### config.mk
export PLATFORM = sky130hd
export DESIGN_NAME = aiss_top
export DESIGN_NICKNAME = d
export VERILOG_FILES = /design/src/aiss_pkg.sv /design/src/aiss_top.sv /design/src/aiss_fifo.sv
export SDC_FILE = /design/constraint.sdc
export NUM_CORES = 1
export LEC_CHECK = 0
export ABC_AREA = 1
export BUFFER_PORTS_ARGS = -buffer_cell sky130_fd_sc_hd__buf_2
export CAP_MARGIN = 25
export CORE_UTILIZATION = 35
export CTS_CLUSTER_DIAMETER = 120
export DETAILED_ROUTE_END_ITERATION = 10
export PLACE_DENSITY = 0.58
export SYNTH_ARGS = -nofsm -noshare
export SYNTH_HDL_FRONTEND = slang
export SYNTH_HIERARCHICAL = 1
export SYNTH_SLANG_ARGS = --single-unit
### constraint.sdc
create_clock -name clk -period 6.9 [get_ports clk]
set_input_delay 1.725 -clock clk [delete_from_list [all_inputs] [get_ports clk]]
set_output_delay 1.725 -clock clk [all_outputs]
set_load 0.01 [all_outputs]
### src/aiss_pkg.sv
package aiss_pkg;
   // ==========================================
   // bus addressing
   localparam logic [6:0] AISS_DEV_ADDR = 7'h14;
   localparam logic [6:0] AISS_GLOBAL_ADDR = 7'h77;
   localparam int AISS_RATE_BIT = 0;
   localparam logic AISS_RATE_RESET = 1'h0;
   localparam int AISS_RESULT_BITS = 16;
   // ==========================================
   // timing
   localparam int AISS_CLK_MHZ = 125;
   localparam int AISS_POR_US = 500;
   localparam int AISS_POR_CYCLES = AISS_POR_US * AISS_CLK_MHZ;
   localparam int AISS_CONV60_US = 16600;
   localparam int AISS_CONV30_US = 33200;
   localparam int AISS_CONV60_CYCLES = AISS_CONV60_US * AISS_CLK_MHZ;
   localparam int AISS_CONV30_CYCLES = AISS_CONV30_US * AISS_CLK_MHZ;
   localparam logic [15:0] AISS_CODE_MAX = 16'hffff;
   localparam logic [15:0] AISS_CODE_MIN = 16'h0000;

   typedef enum logic [1:0] {
      AISS_CONVERT = 2'b00,
      AISS_SLEEP = 2'b01,
      AISS_IO = 2'b10
   } aiss_mode_t;

   typedef enum logic [2:0] {
      AISS_B_IDLE = 3'b000,
      AISS_B_ADDR = 3'b001,
      AISS_B_ACK = 3'b010,
      AISS_B_TX = 3'b011,
      AISS_B_RX = 3'b100,
      AISS_B_RXACK = 3'b101,
      AISS_B_IGNORE = 3'b110
   } aiss_bus_t;

   typedef struct packed {
      logic over;
      logic under;
      logic [15:0] code;
   } aiss_sample_t;
endpackage

### src/aiss_top.sv
`timescale 1ns/1ps
// Summary of operation
// - reset selects fast rate, converts once
// - after conversion sleep until addressed
// - result held unchanged while sleeping
// - nak own address during conversion
// - respond to address 0010100, and to 1110111 for writes only
// - eighth bit: one read, zero write
// - ack address after conversion done
// - shift result msb first on falling
// - write accepts one byte on rising
// - bit eight selects slow rate
// - restart on stop after an acknowledged address, or on full read
// - power-on hold clears, then converts
// - slow rate calibrates, conversion twice as long
// - clamp code to 0 and 65535
// - sda only pulled low or released
// - repeated start restarts address reception
// - nine clocks per address or write byte, ack ninth; read shifts 16 bits with no ack
// - sda changes only while scl low
// - write, repeated start, read keeps result
// - read returns latest conversion only
// - acknowledge global write, stop restarts
module aiss_top
   import aiss_pkg::*;
#(
   parameter int POR_CYCLES = AISS_POR_CYCLES,
   parameter int CONV60_CYCLES = AISS_CONV60_CYCLES,
   parameter int CONV30_CYCLES = AISS_CONV30_CYCLES
) (
   // clock and reset
   input wire logic clk,
   input wire logic rst,
   // i2c pins
   input wire logic scl_in,
   input wire logic sda_in,
   output logic sda_out,
   output logic sda_oe,
   // modulator samples
   input wire aiss_sample_t sample_data,
   input wire logic sample_valid,
   output logic sample_ready,
   // status
   output logic [1:0] mode,
   output logic slow_rate_select,
   output logic calib_active
);
   // ==========================================
   // pin synchronisers
   logic [1:0] scl_sync_ff;
   logic [1:0] sda_sync_ff;
   logic scl_d_ff;
   logic sda_d_ff;
   logic scl_rise;
   logic scl_fall;
   logic bus_start;
   logic bus_stop;

   always_ff @(posedge clk or posedge rst) begin
      if (rst) begin
         scl_sync_ff <= 2'h3;
         sda_sync_ff <= 2'h3;
         scl_d_ff <= 1'h1;
         sda_d_ff <= 1'h1;
      end else begin
         scl_sync_ff <= {scl_sync_ff[0], scl_in};
         sda_sync_ff <= {sda_sync_ff[0], sda_in};
         scl_d_ff <= scl_sync_ff[1];
         sda_d_ff <= sda_sync_ff[1];
      end
   end

   assign scl_rise = scl_sync_ff[1] && !scl_d_ff;
   assign scl_fall = !scl_sync_ff[1] && scl_d_ff;
   // start and stop only with scl high; data moves while scl low
   assign bus_start = scl_sync_ff[1] && scl_d_ff && sda_d_ff && !sda_sync_ff[1];
   assign bus_stop = scl_sync_ff[1] && scl_d_ff && !sda_d_ff && sda_sync_ff[1];

   // ==========================================
   // power-on hold
   logic [31:0] por_cnt_ff;
   logic por_busy_ff;

   always_ff @(posedge clk or posedge rst) begin
      if (rst) begin
         por_cnt_ff <= '0;
         por_busy_ff <= 1'h1;
      end else if (por_busy_ff) begin
         por_cnt_ff <= por_cnt_ff + 32'h1;
         if (por_cnt_ff >= 32'(POR_CYCLES - 1)) begin
            por_busy_ff <= 1'h0;
         end
      end
   end

   // ==========================================
   // converter sequencing
   aiss_mode_t mode_ff;
   aiss_bus_t bus_ff;
   logic [31:0] conv_cnt_ff;
   logic rate_ff;
   logic rate_pend_ff;
   logic rate_wr_ff;
   logic [15:0] result_ff;
   logic [15:0] last_code_ff;
   logic restart;
   logic conv_done;
   logic full_read;
   logic valid_xfer_ff;
   logic [31:0] conv_len;

   // fast rate after reset
   assign conv_len = rate_ff ? 32'(CONV30_CYCLES) : 32'(CONV60_CYCLES);
   assign conv_done = (mode_ff == AISS_CONVERT) && !por_busy_ff && (conv_cnt_ff >= conv_len - 32'h1);
   assign restart = (bus_stop && valid_xfer_ff) || full_read;

   always_ff @(posedge clk or posedge rst) begin
      if (rst) begin
         mode_ff <= AISS_CONVERT;
      end else begin
         unique case (mode_ff)
            AISS_CONVERT: begin
               if (conv_done) begin
                  mode_ff <= AISS_SLEEP;
               end
            end
            AISS_SLEEP: begin
               if (valid_xfer_ff) begin
                  mode_ff <= AISS_IO;
               end
            end
            AISS_IO: begin
               if (restart) begin
                  mode_ff <= AISS_CONVERT;
               end else if (bus_stop) begin
                  mode_ff <= AISS_SLEEP;
               end
            end
            default: begin
               mode_ff <= AISS_CONVERT;
            end
         endcase
      end
   end

   always_ff @(posedge clk or posedge rst) begin
      if (rst) begin
         conv_cnt_ff <= '0;
      end else if (mode_ff != AISS_CONVERT || por_busy_ff) begin
         conv_cnt_ff <= '0;
      end else begin
         conv_cnt_ff <= conv_cnt_ff + 32'h1;
      end
   end

   // rate written takes effect only at restart
   always_ff @(posedge clk or posedge rst) begin
      if (rst) begin
         rate_ff <= AISS_RATE_RESET;
      end else if (restart && rate_wr_ff) begin
         rate_ff <= rate_pend_ff;
      end
   end

   // ==========================================
   // modulator samples through the fifo
   aiss_sample_t fifo_data;
   logic fifo_valid;
   logic fifo_ready;

   aiss_fifo #(
      .WIDTH($bits(aiss_sample_t)),
      .DEPTH(16)
   ) u_fifo (
      .clk(clk),
      .rst(rst),
      .in_data(sample_data),
      .in_valid(sample_valid),
      .in_ready(fifo_ready),
      .out_data(fifo_data),
      .out_valid(fifo_valid),
      .out_ready(mode_ff == AISS_CONVERT)
   );

   // draining stalls outside conversion, so the source sees back-pressure
   always_ff @(posedge clk or posedge rst) begin
      if (rst) begin
         sample_ready <= 1'h0;
      end else begin
         sample_ready <= fifo_ready;
      end
   end

   // latest sample during conversion wins; clamp on range flags
   always_ff @(posedge clk or posedge rst) begin
      if (rst) begin
         last_code_ff <= '0;
      end else if (mode_ff == AISS_CONVERT && fifo_valid) begin
         if (fifo_data.under) begin
            last_code_ff <= AISS_CODE_MIN;
         end else if (fifo_data.over) begin
            last_code_ff <= AISS_CODE_MAX;
         end else begin
            last_code_ff <= fifo_data.code;
         end
      end
   end

   // ==========================================
   // i2c slave
   logic [3:0] bit_cnt_ff;
   logic [7:0] shift_ff;
   logic rd_ff;
   logic byte_cnt_ff;
   logic [4:0] tx_cnt_ff;
   logic ack_read;
   logic addr_ok;
   logic [6:0] rx_addr;

   // address sits in the upper seven bits once the direction bit has shifted in
   assign rx_addr = shift_ff[7:1];
   assign addr_ok = (mode_ff != AISS_CONVERT) &&
                    ((rx_addr == AISS_DEV_ADDR) ||
                     (rx_addr == AISS_GLOBAL_ADDR && !shift_ff[0]));
   assign full_read = (bus_ff == AISS_B_TX) && scl_fall && tx_cnt_ff == 5'(AISS_RESULT_BITS - 1);

   always_ff @(posedge clk or posedge rst) begin
      if (rst) begin
         bus_ff <= AISS_B_IDLE;
         bit_cnt_ff <= '0;
         shift_ff <= '0;
         rd_ff <= 1'h0;
         valid_xfer_ff <= 1'h0;
         tx_cnt_ff <= '0;
         byte_cnt_ff <= 1'h0;
         rate_pend_ff <= AISS_RATE_RESET;
         rate_wr_ff <= 1'h0;
         result_ff <= '0;
      end else begin
         if (conv_done) begin
            result_ff <= last_code_ff;
         end
         if (restart || bus_stop) begin
            valid_xfer_ff <= 1'h0;
            rate_wr_ff <= 1'h0;
         end
         if (bus_start) begin
            bus_ff <= AISS_B_ADDR;
            bit_cnt_ff <= '0;
         end else if (bus_stop) begin
            bus_ff <= AISS_B_IDLE;
         end else begin
            unique case (bus_ff)
               AISS_B_IDLE, AISS_B_IGNORE: begin
               end
               AISS_B_ADDR: begin
                  if (scl_rise) begin
                     shift_ff <= {shift_ff[6:0], sda_sync_ff[1]};
                     bit_cnt_ff <= bit_cnt_ff + 4'h1;
                  end else if (scl_fall && bit_cnt_ff == 4'h8) begin
                     rd_ff <= shift_ff[0];
                     if (addr_ok) begin
                        bus_ff <= AISS_B_ACK;
                        valid_xfer_ff <= 1'h1;
                     end else begin
                        bus_ff <= AISS_B_IGNORE;
                     end
                  end
               end
               AISS_B_ACK: begin
                  if (scl_fall) begin
                     bit_cnt_ff <= '0;
                     tx_cnt_ff <= '0;
                     byte_cnt_ff <= 1'h0;
                     bus_ff <= rd_ff ? AISS_B_TX : AISS_B_RX;
                  end
               end
               AISS_B_TX: begin
                  if (scl_fall) begin
                     tx_cnt_ff <= tx_cnt_ff + 5'h1;
                     if (full_read) begin
                        bus_ff <= AISS_B_IGNORE;
                     end
                  end
               end
               AISS_B_RX: begin
                  if (scl_rise) begin
                     shift_ff <= {shift_ff[6:0], sda_sync_ff[1]};
                     bit_cnt_ff <= bit_cnt_ff + 4'h1;
                  end else if (scl_fall && bit_cnt_ff == 4'h8) begin
                     if (!byte_cnt_ff) begin
                        rate_pend_ff <= shift_ff[AISS_RATE_BIT];
                        rate_wr_ff <= 1'h1;
                        byte_cnt_ff <= 1'h1;
                        bus_ff <= AISS_B_RXACK;
                     end else begin
                        bus_ff <= AISS_B_IGNORE;
                     end
                  end
               end
               AISS_B_RXACK: begin
                  if (scl_fall) begin
                     bit_cnt_ff <= '0;
                     bus_ff <= AISS_B_RX;
                  end
               end
               default: begin
                  bus_ff <= AISS_B_IDLE;
               end
            endcase
         end
      end
   end

   // ==========================================
   // sda drive: pull low or release, never high
   logic nxt_sda_low;
   logic [3:0] tx_idx;

   assign tx_idx = 4'(AISS_RESULT_BITS - 1) - tx_cnt_ff[3:0];

   always_comb begin
      nxt_sda_low = 1'h0;
      unique case (bus_ff)
         AISS_B_ACK, AISS_B_RXACK: nxt_sda_low = 1'h1;
         AISS_B_TX: nxt_sda_low = !result_ff[tx_idx];
         default: nxt_sda_low = 1'h0;
      endcase
   end

   always_ff @(posedge clk or posedge rst) begin
      if (rst) begin
         sda_oe <= 1'h0;
         sda_out <= 1'h0;
         mode <= AISS_CONVERT;
         slow_rate_select <= 1'h0;
         calib_active <= 1'h0;
      end else begin
         sda_oe <= nxt_sda_low && !bus_start && !bus_stop;
         sda_out <= 1'h0;
         mode <= mode_ff;
         slow_rate_select <= rate_ff;
         // calibration runs inside the same conversion window
         calib_active <= rate_ff && mode_ff == AISS_CONVERT && !por_busy_ff;
      end
   end
endmodule

### src/aiss_fifo.sv
`timescale 1ns/1ps
module aiss_fifo #(
   parameter int WIDTH = 18,
   parameter int DEPTH = 16
) (
   // clock and reset
   input wire logic clk,
   input wire logic rst,
   // fill side
   input wire logic [WIDTH-1:0] in_data,
   input wire logic in_valid,
   output logic in_ready,
   // drain side
   output logic [WIDTH-1:0] out_data,
   output logic out_valid,
   input wire logic out_ready
);
   localparam int AW = $clog2(DEPTH);
   logic [WIDTH-1:0] mem [DEPTH];
   logic [AW:0] wr_ff;
   logic [AW:0] rd_ff;
   logic push;
   logic pop;

   assign in_ready = (wr_ff - rd_ff) != (AW+1)'(DEPTH);
   assign out_valid = wr_ff != rd_ff;
   assign out_data = mem[rd_ff[AW-1:0]];
   assign push = in_valid && in_ready;
   assign pop = out_valid && out_ready;

   always_ff @(posedge clk) begin
      if (push) begin
         mem[wr_ff[AW-1:0]] <= in_data;
      end
   end

   always_ff @(posedge clk or posedge rst) begin
      if (rst) begin
         wr_ff <= '0;
         rd_ff <= '0;
      end else begin
         if (push) begin
            wr_ff <= wr_ff + 1'b1;
         end
         if (pop) begin
            rd_ff <= rd_ff + 1'b1;
         end
      end
   end
endmodule

==> results of run 1 <==
[power by group]
| part | internal (W) | switching [W] | leakage, nW |
|---|---|---|---|
| Sequential | 0.00310 | 0.000209 | 4.54 |
| Combinational | 0.000706 | 0.00167 | 2.99 |
| Clock | 0.00142 | 0.00106 | 0.741 |
[routing by layer]
layer | track usage [%] | vias to the layer above | wire length, um
li1 | - | 6264 | -
met1 | 22.0 | 6427 | 20400
met2 | 26.8 | 371 | 21400
met3 | 3.58 | 67 | 2790
met4 | 4.94 | 2 | 983
met5 | 0 | - | 14
[cells in the mapped netlist (6+ instances only)]
master    count  area share, %
nor2_1      291            5.7
ha_1         26            1.7
xnor2_1      13           0.59
o22ai_1      39            1.3
nand4_1      16           0.52
dfrtp_1     140             18
o21ai_1       7           0.18
o21ai_0     182            4.7
nor3_1       31           0.80
nand2_2      22           0.71
nor2_2        7           0.23
a21oi_1      31           0.80
nor3_2       12           0.62
o21ai_2      18           0.82
buf_2        27           0.70
o211ai_1     52            2.0
clkbuf_1     33           0.64
inv_2         7           0.14
nand2_1     240            4.7
edfxtp_1    288             45
buf_6         8           0.47
dfstp_2       7           0.95
nor4_1        9           0.29
inv_1       128            2.5
buf_4         6           0.23
nand3_1      84            2.2
xor2_1       42            1.9
[cell type report]
type / count / area, sq um / area share (%)
Clock buffer: 62 / 1310 / 6.05
Clock inverter: 24 / 224 / 1.03
Inverter: 139 / 532 / 2.45
Multi-Input combinational cell: 1156 / 6100 / 28.1
Sequential cell: 435 / 12300 / 56.8
Tap cell: 696 / 871 / 4.01
Timing Repair Buffer: 45 / 332 / 1.53
[state kept, by name (all words and copies together), names as in the netlist, 3 cells and up]
name,flops
u_fifo/mem,288
u_fifo/wr_ff,5
conv_cnt_ff,32
result_ff,16
shift_ff,8
bit_cnt_ff,4
por_cnt_ff,32
tx_cnt_ff,5
bus_ff,3
u_fifo/rd_ff,5
last_code_ff,16
[cells by family after synthesis]
kind of cell    count (synthesis)
compound gates                339
xor+xnor                       55
fa+ha+maj                      26
buf+inv                       213
flops                         435
other cells                     1
simple gates                  735
[path summary, 6_finish.rpt]
check | startpoint | to | slack (ps)
worst max register to register | u_fifo/rd_ff[0]$_DFFE_PP0P_ | last_code_ff[2]$_DFFE_PP0P_ | 3430
worst min-delay path | scl_sync_ff[0]$_DFF_PP1_ | scl_sync_ff[1]$_DFF_PP1_ | 350
worst max-delay path | u_fifo/rd_ff[0]$_DFFE_PP0P_ | last_code_ff[2]$_DFFE_PP0P_ | 3430
worst min register to register | scl_sync_ff[0]$_DFF_PP1_ | scl_sync_ff[1]$_DFF_PP1_ | 350
min in group asynchronous | rst | u_fifo/wr_ff[1]$_DFFE_PP0P_ | 1200
max in group asynchronous | rst | conv_cnt_ff[20]$_DFF_PP0_ | 4320
[worst max-delay path: stages, from the launching register on]
cell and delay, ps:
dfrtp_4 900, inv_4 500, buf_4 470, o21ai_0 230, o211ai_1 110, nand3_1 90
nand3_1 460, o211ai_1 360, o21ai_0 110
[metrics by stage]
stage               instance area, sq um  worst slack, ps  hold WS [ps]
finish                             21700             3430           354
global route                       21700             3120           355
CTS                                21600             3420           352
detailed placement                 20100             3420           351
floorplan                          19300             1520           345
global placement                   20000             3400           348
==> impl_results.md, run 1 <==
* Post-synthesis adder-cell area fraction at 1.68%
* TNS Setup at 0 ps
* Finished Layout Cells at 2557
* Syn Nets at 1853
* Data arrival, critical path at 3900 ps
* Number of enable flip-flop cells after synthesis at 288
* Setup Crit Path Kind: flip-flop to flip-flop
* Syn Inst Count at 1804
* Max Clock Skew at 35.4 ps
* Root Buffer Master: clkbuf_16
* MaxCap Viol Count at 0
* Gates resized, CTS repair at 0
* Total CTS buffers at 46
* Post-Synth Simple-Gate Area at 16.9%
* Synth Area in Compound Gates at 10.2%
* Critical-path maximum fanout at 93
* Least-Margin Pin Slew at 1000 ps
* Total Power at 0.00816 W
* Drt total wl at 45.6 mm
* Cell row count at 85
* Number of synthesized register bits at 435
* Ys flop type: edfxtp_1
* Largest net degree at the start of global routing at 94
* Initial Util at 35.7%
* Dpl cells at 2463
* CTS Hold Bufs at 0
* CTS tree: yes
* Peak VDD IR at 0.212 mV
* Distinct cells, synth at 49
* Core area at 54100 sq um
* Diode count at 0
* P per Cell Area at 376 nW/um^2
* CP endpoint kind: flip-flop
* Final period util at 50.3%
* Util after Layout at 40.1%
* Final Hold Viols at 0
* Worst skew pair latency at 610 ps
* P&R area growth vs syn at 12.4%
* Worst-path clk slew at 60 ps
* Min cycle time layout at 3470 ps
* Most frequent cells in the layout: edfxtp_1 (288), nor2_1 (274), nand2_1 (240), o21ai_0 (182), dfrtp_1 (138)
* Unrepaired setup endpoints after global routing: no
* DRC Markers at 0
* Run status: finished clean
* Setup-failing EPs final at 0
* Total track usage at 16.5%
* Nets@finish at 1872
* H-tree levels at 2
* Fraction of synthesized cell area in xor and xnor cells at 2.49%
* Initial DRC count at 1035
* Reg2Reg Depth at 8
* Filler Cells Inserted at 5141
* Clk sinks at 435
* Setup crit start kind: flip-flop
* Final HPWL DP at 29.4 mm
* Ys Warns at 6
* Multiplexer share of the synthesized area at 0%
* Vias in the first global route at 12838
* Initial antenna violation count at 1
* Die Wd at 237 um
* Hold path cells at 0
* Sequential share of the synthesized area at 63.9%
* CP Data Required Time at 7330 ps
* Most common cell after layout, fill and taps aside: edfxtp_1
* Num ports at 30
* DR vias at 13131
* CTS Buffer Depth at 3
* Drt first pass iters at 5
* Post-CTS Setup Bufs at 0
* First-pass GRT wire length at 71.8 mm
* Hold crit path type: flip-flop to flip-flop
* Grt total ovfl at 0
* Largest family of logic cells by synthesized area: simple AND/OR/NAND/NOR gates
* Die area at 56100 sq um
* Final Max Tran Viols at 0
* Ratio of cells with drive above 1 in the final layout at 12.2%
* Die height at 237 um
* Leak pwr at 8.27 nW
* Maximum clock rate at 288 MHz
* Asr flop ratio synth at 33.8%
* Routability-driven placement congestion ratio at 0.906
* Mapped Area at 19300 sq um
* Vias per cell at 5.14
* PortBufs at 28
* Antenna Nets Post-Route at 0
* Syn_area_per_cell at 10.7 sq um
* Slew headroom at 33.0%
* Avg WL per Cell at 17.8 um
No activity file was read; power rests on OpenSTA's default activity.
==> inputs of run 2 (changes only) <==
Settings changed: ABC_AREA 1 to 0, PLACE_DENSITY 0.58 to 0.6.
Clock period 6.9 ns to 3.15 ns, I/O delays scaled along.
==> run 2 against run 1 <==
First-iteration DRC count decreased by 23%. Die area fell by 2.0%. Sequential power up 110%. Largest power group unchanged.
==> impl_results.md, run 2 <==
* Clk sinks at 435
* Final HPWL DP at 26.2 mm
* Core area at 53000 sq um
* Ratio of cells with drive above 1 in the final layout at 19.7%
* Final Hold Viols at 0
* Count leader, synth: edfxtp_1
* Die area at 55000 sq um
* H-tree levels at 2
* Least-Margin Pin Slew at 962 ps
* Sequential share of the synthesized area at 65.2%
* Hold crit path type: primary input to asynchronous set/reset pin
* Total Power at 0.0173 W
* CTS Hold Bufs at 0
* Vias in the first global route at 11357
* Peak VDD IR at 0.536 mV
* Max reg flops at 288
* Filler Cells Inserted at 4886
* Diode count at 0
* Mapped Area at 18900 sq um
* P per Cell Area at 800 nW/um^2
* Syn Inst Count at 1336
* Grt total ovfl at 0
* Asr flop ratio synth at 33.8%
* Drt total wl at 41.5 mm
* Cell row count at 84
* Min cycle time layout at 2990 ps
* Initial Util at 35.7%
* Unrepaired setup endpoints after global routing: no
* Drt first pass iters at 6
* Gates resized, CTS repair at 0
* Largest net degree at the start of global routing at 76
* Die Wd at 235 um
* Most common cell after layout, fill and taps aside: edfxtp_1
* Antenna Nets Post-Route at 0
* Maximum clock rate at 335 MHz
* Post-Place Cell Area at 20100 sq um
* Area share of the largest cell type after synthesis at 45.7%
* CP endpoint kind: flip-flop
* Slew headroom at 35.5%
* Max Clock Skew at 19.7 ps
* Number of enable flip-flop cells after synthesis at 288
* Routability-driven placement congestion ratio at 0.809
* Initial antenna violation count at 0
* Commonest cells in the netlist: edfxtp_1 (288), nand2_1 (197), dfrtp_1 (140), mux4_2 (76), nor2_1 (71)
* Worst-path clk slew at 60 ps
* Setup-failing EPs final at 0
* PortBufs at 28
* Num ports at 30
* Critical-path maximum fanout at 18
* Final period util at 94.8%
* Setup Crit Path Kind: flip-flop to flip-flop
* Ys flop type: edfxtp_1
* Top cells by area, synth: edfxtp_1 (46%), dfrtp_1 (19%), mux4_2 (9.0%)
* Post-CTS Setup Bufs at 0
* DRC Markers at 0
* Total track usage at 15.6%
* CTS Buffer Depth at 3
* Total CTS buffers at 45
* Worst skew pair latency at 580 ps
* Leak pwr at 7.87 nW
* CP Data Required Time at 3350 ps
* First-pass GRT wire length at 65.2 mm
* P&R area growth vs syn at 14.3%
* Run status: finished clean
* Finished Cell Area at 21600 sq um
* Avg WL per Cell at 19.7 um
* Root Buffer Master: clkbuf_16
* Util after Layout at 40.8%
* Most frequent cells in the layout: edfxtp_1 (288), nand2_1 (197), dfrtp_1 (137), mux4_2 (76), nor2_1 (68)
* Initial DRC count at 800
* Syn_area_per_cell at 14.2 sq um
* Reg2reg setup slack at 160 ps
* Setup crit start kind: flip-flop
* Final Max Tran Viols at 0
* CTS tree: yes
* MaxCap Viol Count at 0
* Vias per cell at 5.29
* Distinct cells, synth at 79
* Nets@finish at 1436
* Die height at 235 um
* Number of synthesized register bits at 435
* Syn Nets at 1385
* Synth area leader: edfxtp_1
* DR vias at 11171
* Data arrival, critical path at 3180 ps
* Ys Warns at 6
[run 2: cell types whose count changed after synthesis, moves of 22 or more]
cell and change:
nand3_1 -51, and3_1 +28, inv_1 -104, nand2_1 -43, o211ai_1 -50, o21ai_0 -144, xnor2_1 +31, xor2_1 -22
nor2_1 -220, o22ai_1 -39, nand2_2 -22, a31oi_1 +35, mux4_2 +76
[run 2: power by group]
part / internal (W) / switching, W / leakage, nW
registers: 0.00679 / 0.000261 / 4.55
clock network: 0.00309 / 0.00223 / 0.735
logic: 0.00200 / 0.00294 / 2.58
[run 2: cell type report]
type | count | area (sq um) | share of cell area [%]
flip-flops and latches | 435 | 12300 | 57.1
inverters | 27 | 105 | 0.486
repair buffers | 74 | 549 | 2.54
clock inverters | 30 | 277 | 1.28
clock buffers | 54 | 1210 | 5.60
well taps | 688 | 861 | 3.98
multi-input cells | 804 | 6290 | 29.1
[run 2: critical path: stages (launching register included)]
cell and delay, ps:
dfrtp_1 440, ha_1 370, nor2b_1 150, o21bai_1 320
and3_2 330, o41ai_4 70, buf_4 170, nor3_4 730
[run 2: path summary, 6_finish.rpt]
path                       depth (start not counted)                          end                         from
min in group clk                                   1     sda_sync_ff[0]$_DFF_PP1_                       sda_in
max reg2reg                                        7  u_fifo/mem[3][12]$_DFFE_PP_  u_fifo/wr_ff[1]$_DFFE_PP0P_
max in group asynchronous                          3           scl_d_ff$_DFF_PP1_                          rst
max                                                7  u_fifo/mem[3][12]$_DFFE_PP_  u_fifo/wr_ff[1]$_DFFE_PP0P_
min reg2reg                                        0     sda_sync_ff[1]$_DFF_PP1_     sda_sync_ff[0]$_DFF_PP1_
min                                                2  u_fifo/wr_ff[4]$_DFFE_PP0P_                          rst
[run 2: cells by family (layout without fill, tap and decap cells)]
| group | Yosys count | count (layout) | share of synthesized area [%] |
|---|---|---|---|
| AND/OR/NAND/NOR | 460 | 460 | 11.9 |
| flip-flops | 435 | 435 | 65.2 |
| AO/OA/AOI/OAI | 169 | 169 | 6.33 |
| buffers and inverters | 97 | 185 | 2.36 |
| multiplexers | 83 | 83 | 9.47 |
| XOR/XNOR | 65 | 65 | 3.05 |
| adder cells (fa/ha/maj) | 26 | 26 | 1.72 |
| other | 1 | 1 | 0.0198 |
[run 2: metrics by stage]
step / worst slack (ps) / std cells / setup TNS (ps) / hold WS [ps]
after global placement: 194 / 2024 / 0 / 350
after detailed placement: 93.8 / 2024 / 0 / 348
final: 165 / 2112 / 0 / 261
after floorplan: -1120 / 1336 / -73020 / 345
after global routing: 27.8 / 2112 / 0 / 277
after CTS: 62.6 / 2108 / 0 / 256
[run 2: metal layers]
| metal | global-route usage, % | share of wire (%) |
|---|---|---|
| met5 | 0 | 0 |
| met4 | 5.12 | 2.5 |
| met3 | 2.94 | 5.0 |
| met2 | 26.2 | 49 |
| met1 | 20.2 | 44 |
==> inputs of run 3 (changes only) <==
Settings changed: SETUP_SLACK_MARGIN set to 0.2.
==> run 3 against run 2 <==
Non-clock buffer count is 2 lower. Via count grew 0.83%. Critical path type unchanged. Hold slack lost 7.7 ps. First-iteration DRC count rose by 5.8%. Final area rose by 1.5%. Wire length grew 0.92%. Clock power increased by 12%. Global-route usage increased by 0.10 points.
==> impl_results.md, run 3 (synthesis gave the netlist of run 2 again) <==
* Power share of the sequential group at 38.9%
* Ratio of cells with drive above 1 in the final layout at 20.0%
* Initial DRC count at 846
* Met2 GRT Util at 26.0%
* Finished Layout Cells at 2111
* Run status: finished clean
* Final Hold Viols at 0
* CTS Buffer Depth at 3
* Worst-path clk slew at 70 ps
* Drt total wl at 41.9 mm
* Die height at 235 um
* Least-Margin Pin Slew at 990 ps
* CP endpoint kind: flip-flop
* Antenna Nets Post-Route at 0
* P per Cell Area at 825 nW/um^2
* Largest net degree at the start of global routing at 76
* Dpl cells at 2013
* Cell row count at 84
* Leak pwr at 7.98 nW
* Data arrival, critical path at 2890 ps
* Hold Slack at 253 ps
* Total CTS buffers at 45
* PnR worst setup slack at 503 ps
* Num ports at 30
* Core area at 53000 sq um
* Crit path max-delay family: compound AO/OA/AOI/OAI gates
* Most frequent cells in the layout: edfxtp_1 (288), nand2_1 (197), dfrtp_1 (137), mux4_2 (76), nor2_1 (68)
* Clk sinks at 435
* P&R area growth vs syn at 16.0%
* Nets@finish at 1434
* GRT Max-Usage Layer: met2
* Slowest stage delay, CP at 440 ps
* Filler Cells Inserted at 4859
* Power Internal at 0.0126 W
* Initial Util at 35.7%
* CP Data Required Time at 3390 ps
* CTS tree: yes
* Clock share of power at 33.0%
* Peak VDD IR at 0.514 mV
* Unrepaired setup endpoints after global routing: no
* Finished Cell Area at 22000 sq um
* First-pass GRT wire length at 65.8 mm
* Slew headroom at 33.6%
* DR vias at 11264
* Max reg flops at 288
* Total track usage at 15.7%
* Final Max Tran Viols at 0
* Min cycle time layout at 2650 ps
* Root Buffer Master: clkbuf_16
* Worst path bufs/invs at 2
* Critical-path maximum fanout at 18
* Worst skew pair latency at 570 ps
* PortBufs at 28
* Total Power at 0.0181 W
* Final HPWL DP at 26.3 mm
* Die area at 55000 sq um
* Switch Pwr at 0.00554 W
* Avg WL per Cell at 19.9 um
* Vias in the first global route at 11439
* Die Wd at 235 um
* Hold crit path type: primary input to asynchronous set/reset pin
* Post-Place Cell Area at 20000 sq um
* Maximum clock rate at 378 MHz
* DRC Markers at 0
* M3 GR Usage at 3.33%
* Initial antenna violation count at 2
* Grt total ovfl at 0
* Gates resized, CTS repair at 0
* Grt met1 use at 20.3%
* Most common cell after layout, fill and taps aside: edfxtp_1
* Setup crit start kind: flip-flop
* Drt first pass iters at 5
* Final period util at 84.0%
* Pre-CTS WS at 181 ps
* Max Clock Skew at 21.7 ps
* H-tree levels at 2
* Switching share of power at 30.6%
* Setup Crit Path Kind: flip-flop to flip-flop
* Routability-driven placement congestion ratio at 0.806
* MaxCap Viol Count at 0
* Worst path cell trace: ha_1 -> nor2b_1 -> o21bai_2 -> a211o_1 -> a21oi_4 -> buf_12 -> nor4_4 -> buf_4
* Vias per cell at 5.34
* Setup-failing EPs final at 0
* Slowest-stage cell, CP: dfrtp_1
* CTS Hold Bufs at 0
* Combinational share of power at 28.1%
## run 3: metrics by stage
stage,TNS [ps],util (%)
global placement,0,37.8
global route,0,41.4
floorplan,-32320,-
CTS,0,41.0
detailed placement,0,37.8
finish,0,41.4
## run 3: area by class of cell
type / count / area [sq um] / share of cell area (%)
Inverter: 27 / 106 / 0.484
Timing Repair Buffer: 72 / 651 / 2.96
Clock buffer: 55 / 1280 / 5.85
Multi-Input combinational cell: 804 / 6300 / 28.7
Sequential cell: 435 / 12300 / 56.2
Antenna cell: 1 / 2.50 / 0.0114
Clock inverter: 29 / 405 / 1.85
Tap cell: 688 / 861 / 3.92
## run 3: power groups by stage
| stage | clock, W | sequential, W | combinational (W) |
|---|---|---|---|
| final | 0.00598 | 0.00704 | 0.00508 |
| after CTS | 0.00611 | 0.00705 | 0.00503 |
| after global placement | 0 | 0.00714 | 0.00495 |
| after global routing | 0.00632 | 0.00710 | 0.00552 |
| after detailed placement | 0 | 0.00717 | 0.00502 |
| after floorplan | 0 | 0.00707 | 0.00370 |
## run 3: metal layers
metal	wire length, um	part of all wire (%)
met3	2540	6.1
met4	1260	3.0
met2	20300	48
met1	17800	42
met5	13	0.031
## run 3: worst paths after layout
path                                        startpoint                          end  slack, ps  depth (start not counted)
setup reg to reg           u_fifo/wr_ff[1]$_DFFE_PP0P_   u_fifo/mem[0][7]$_DFFE_PP_        500                          8
max in group asynchronous                          rst           sda_d_ff$_DFF_PP1_       1930                          3
min in group clk                                scl_in     scl_sync_ff[0]$_DFF_PP1_        330                          1
hold reg to reg               sda_sync_ff[0]$_DFF_PP1_     sda_sync_ff[1]$_DFF_PP1_        360                          0
setup / recovery           u_fifo/wr_ff[1]$_DFFE_PP0P_   u_fifo/mem[0][7]$_DFFE_PP_        500                          8
hold / removal                                     rst  u_fifo/rd_ff[3]$_DFFE_PP0P_        250                          2
## run 3: what timing repair did
item,CTS,global route
setup buffers,0,9
pin swaps,3,9
setup endpoints to repair,44,162
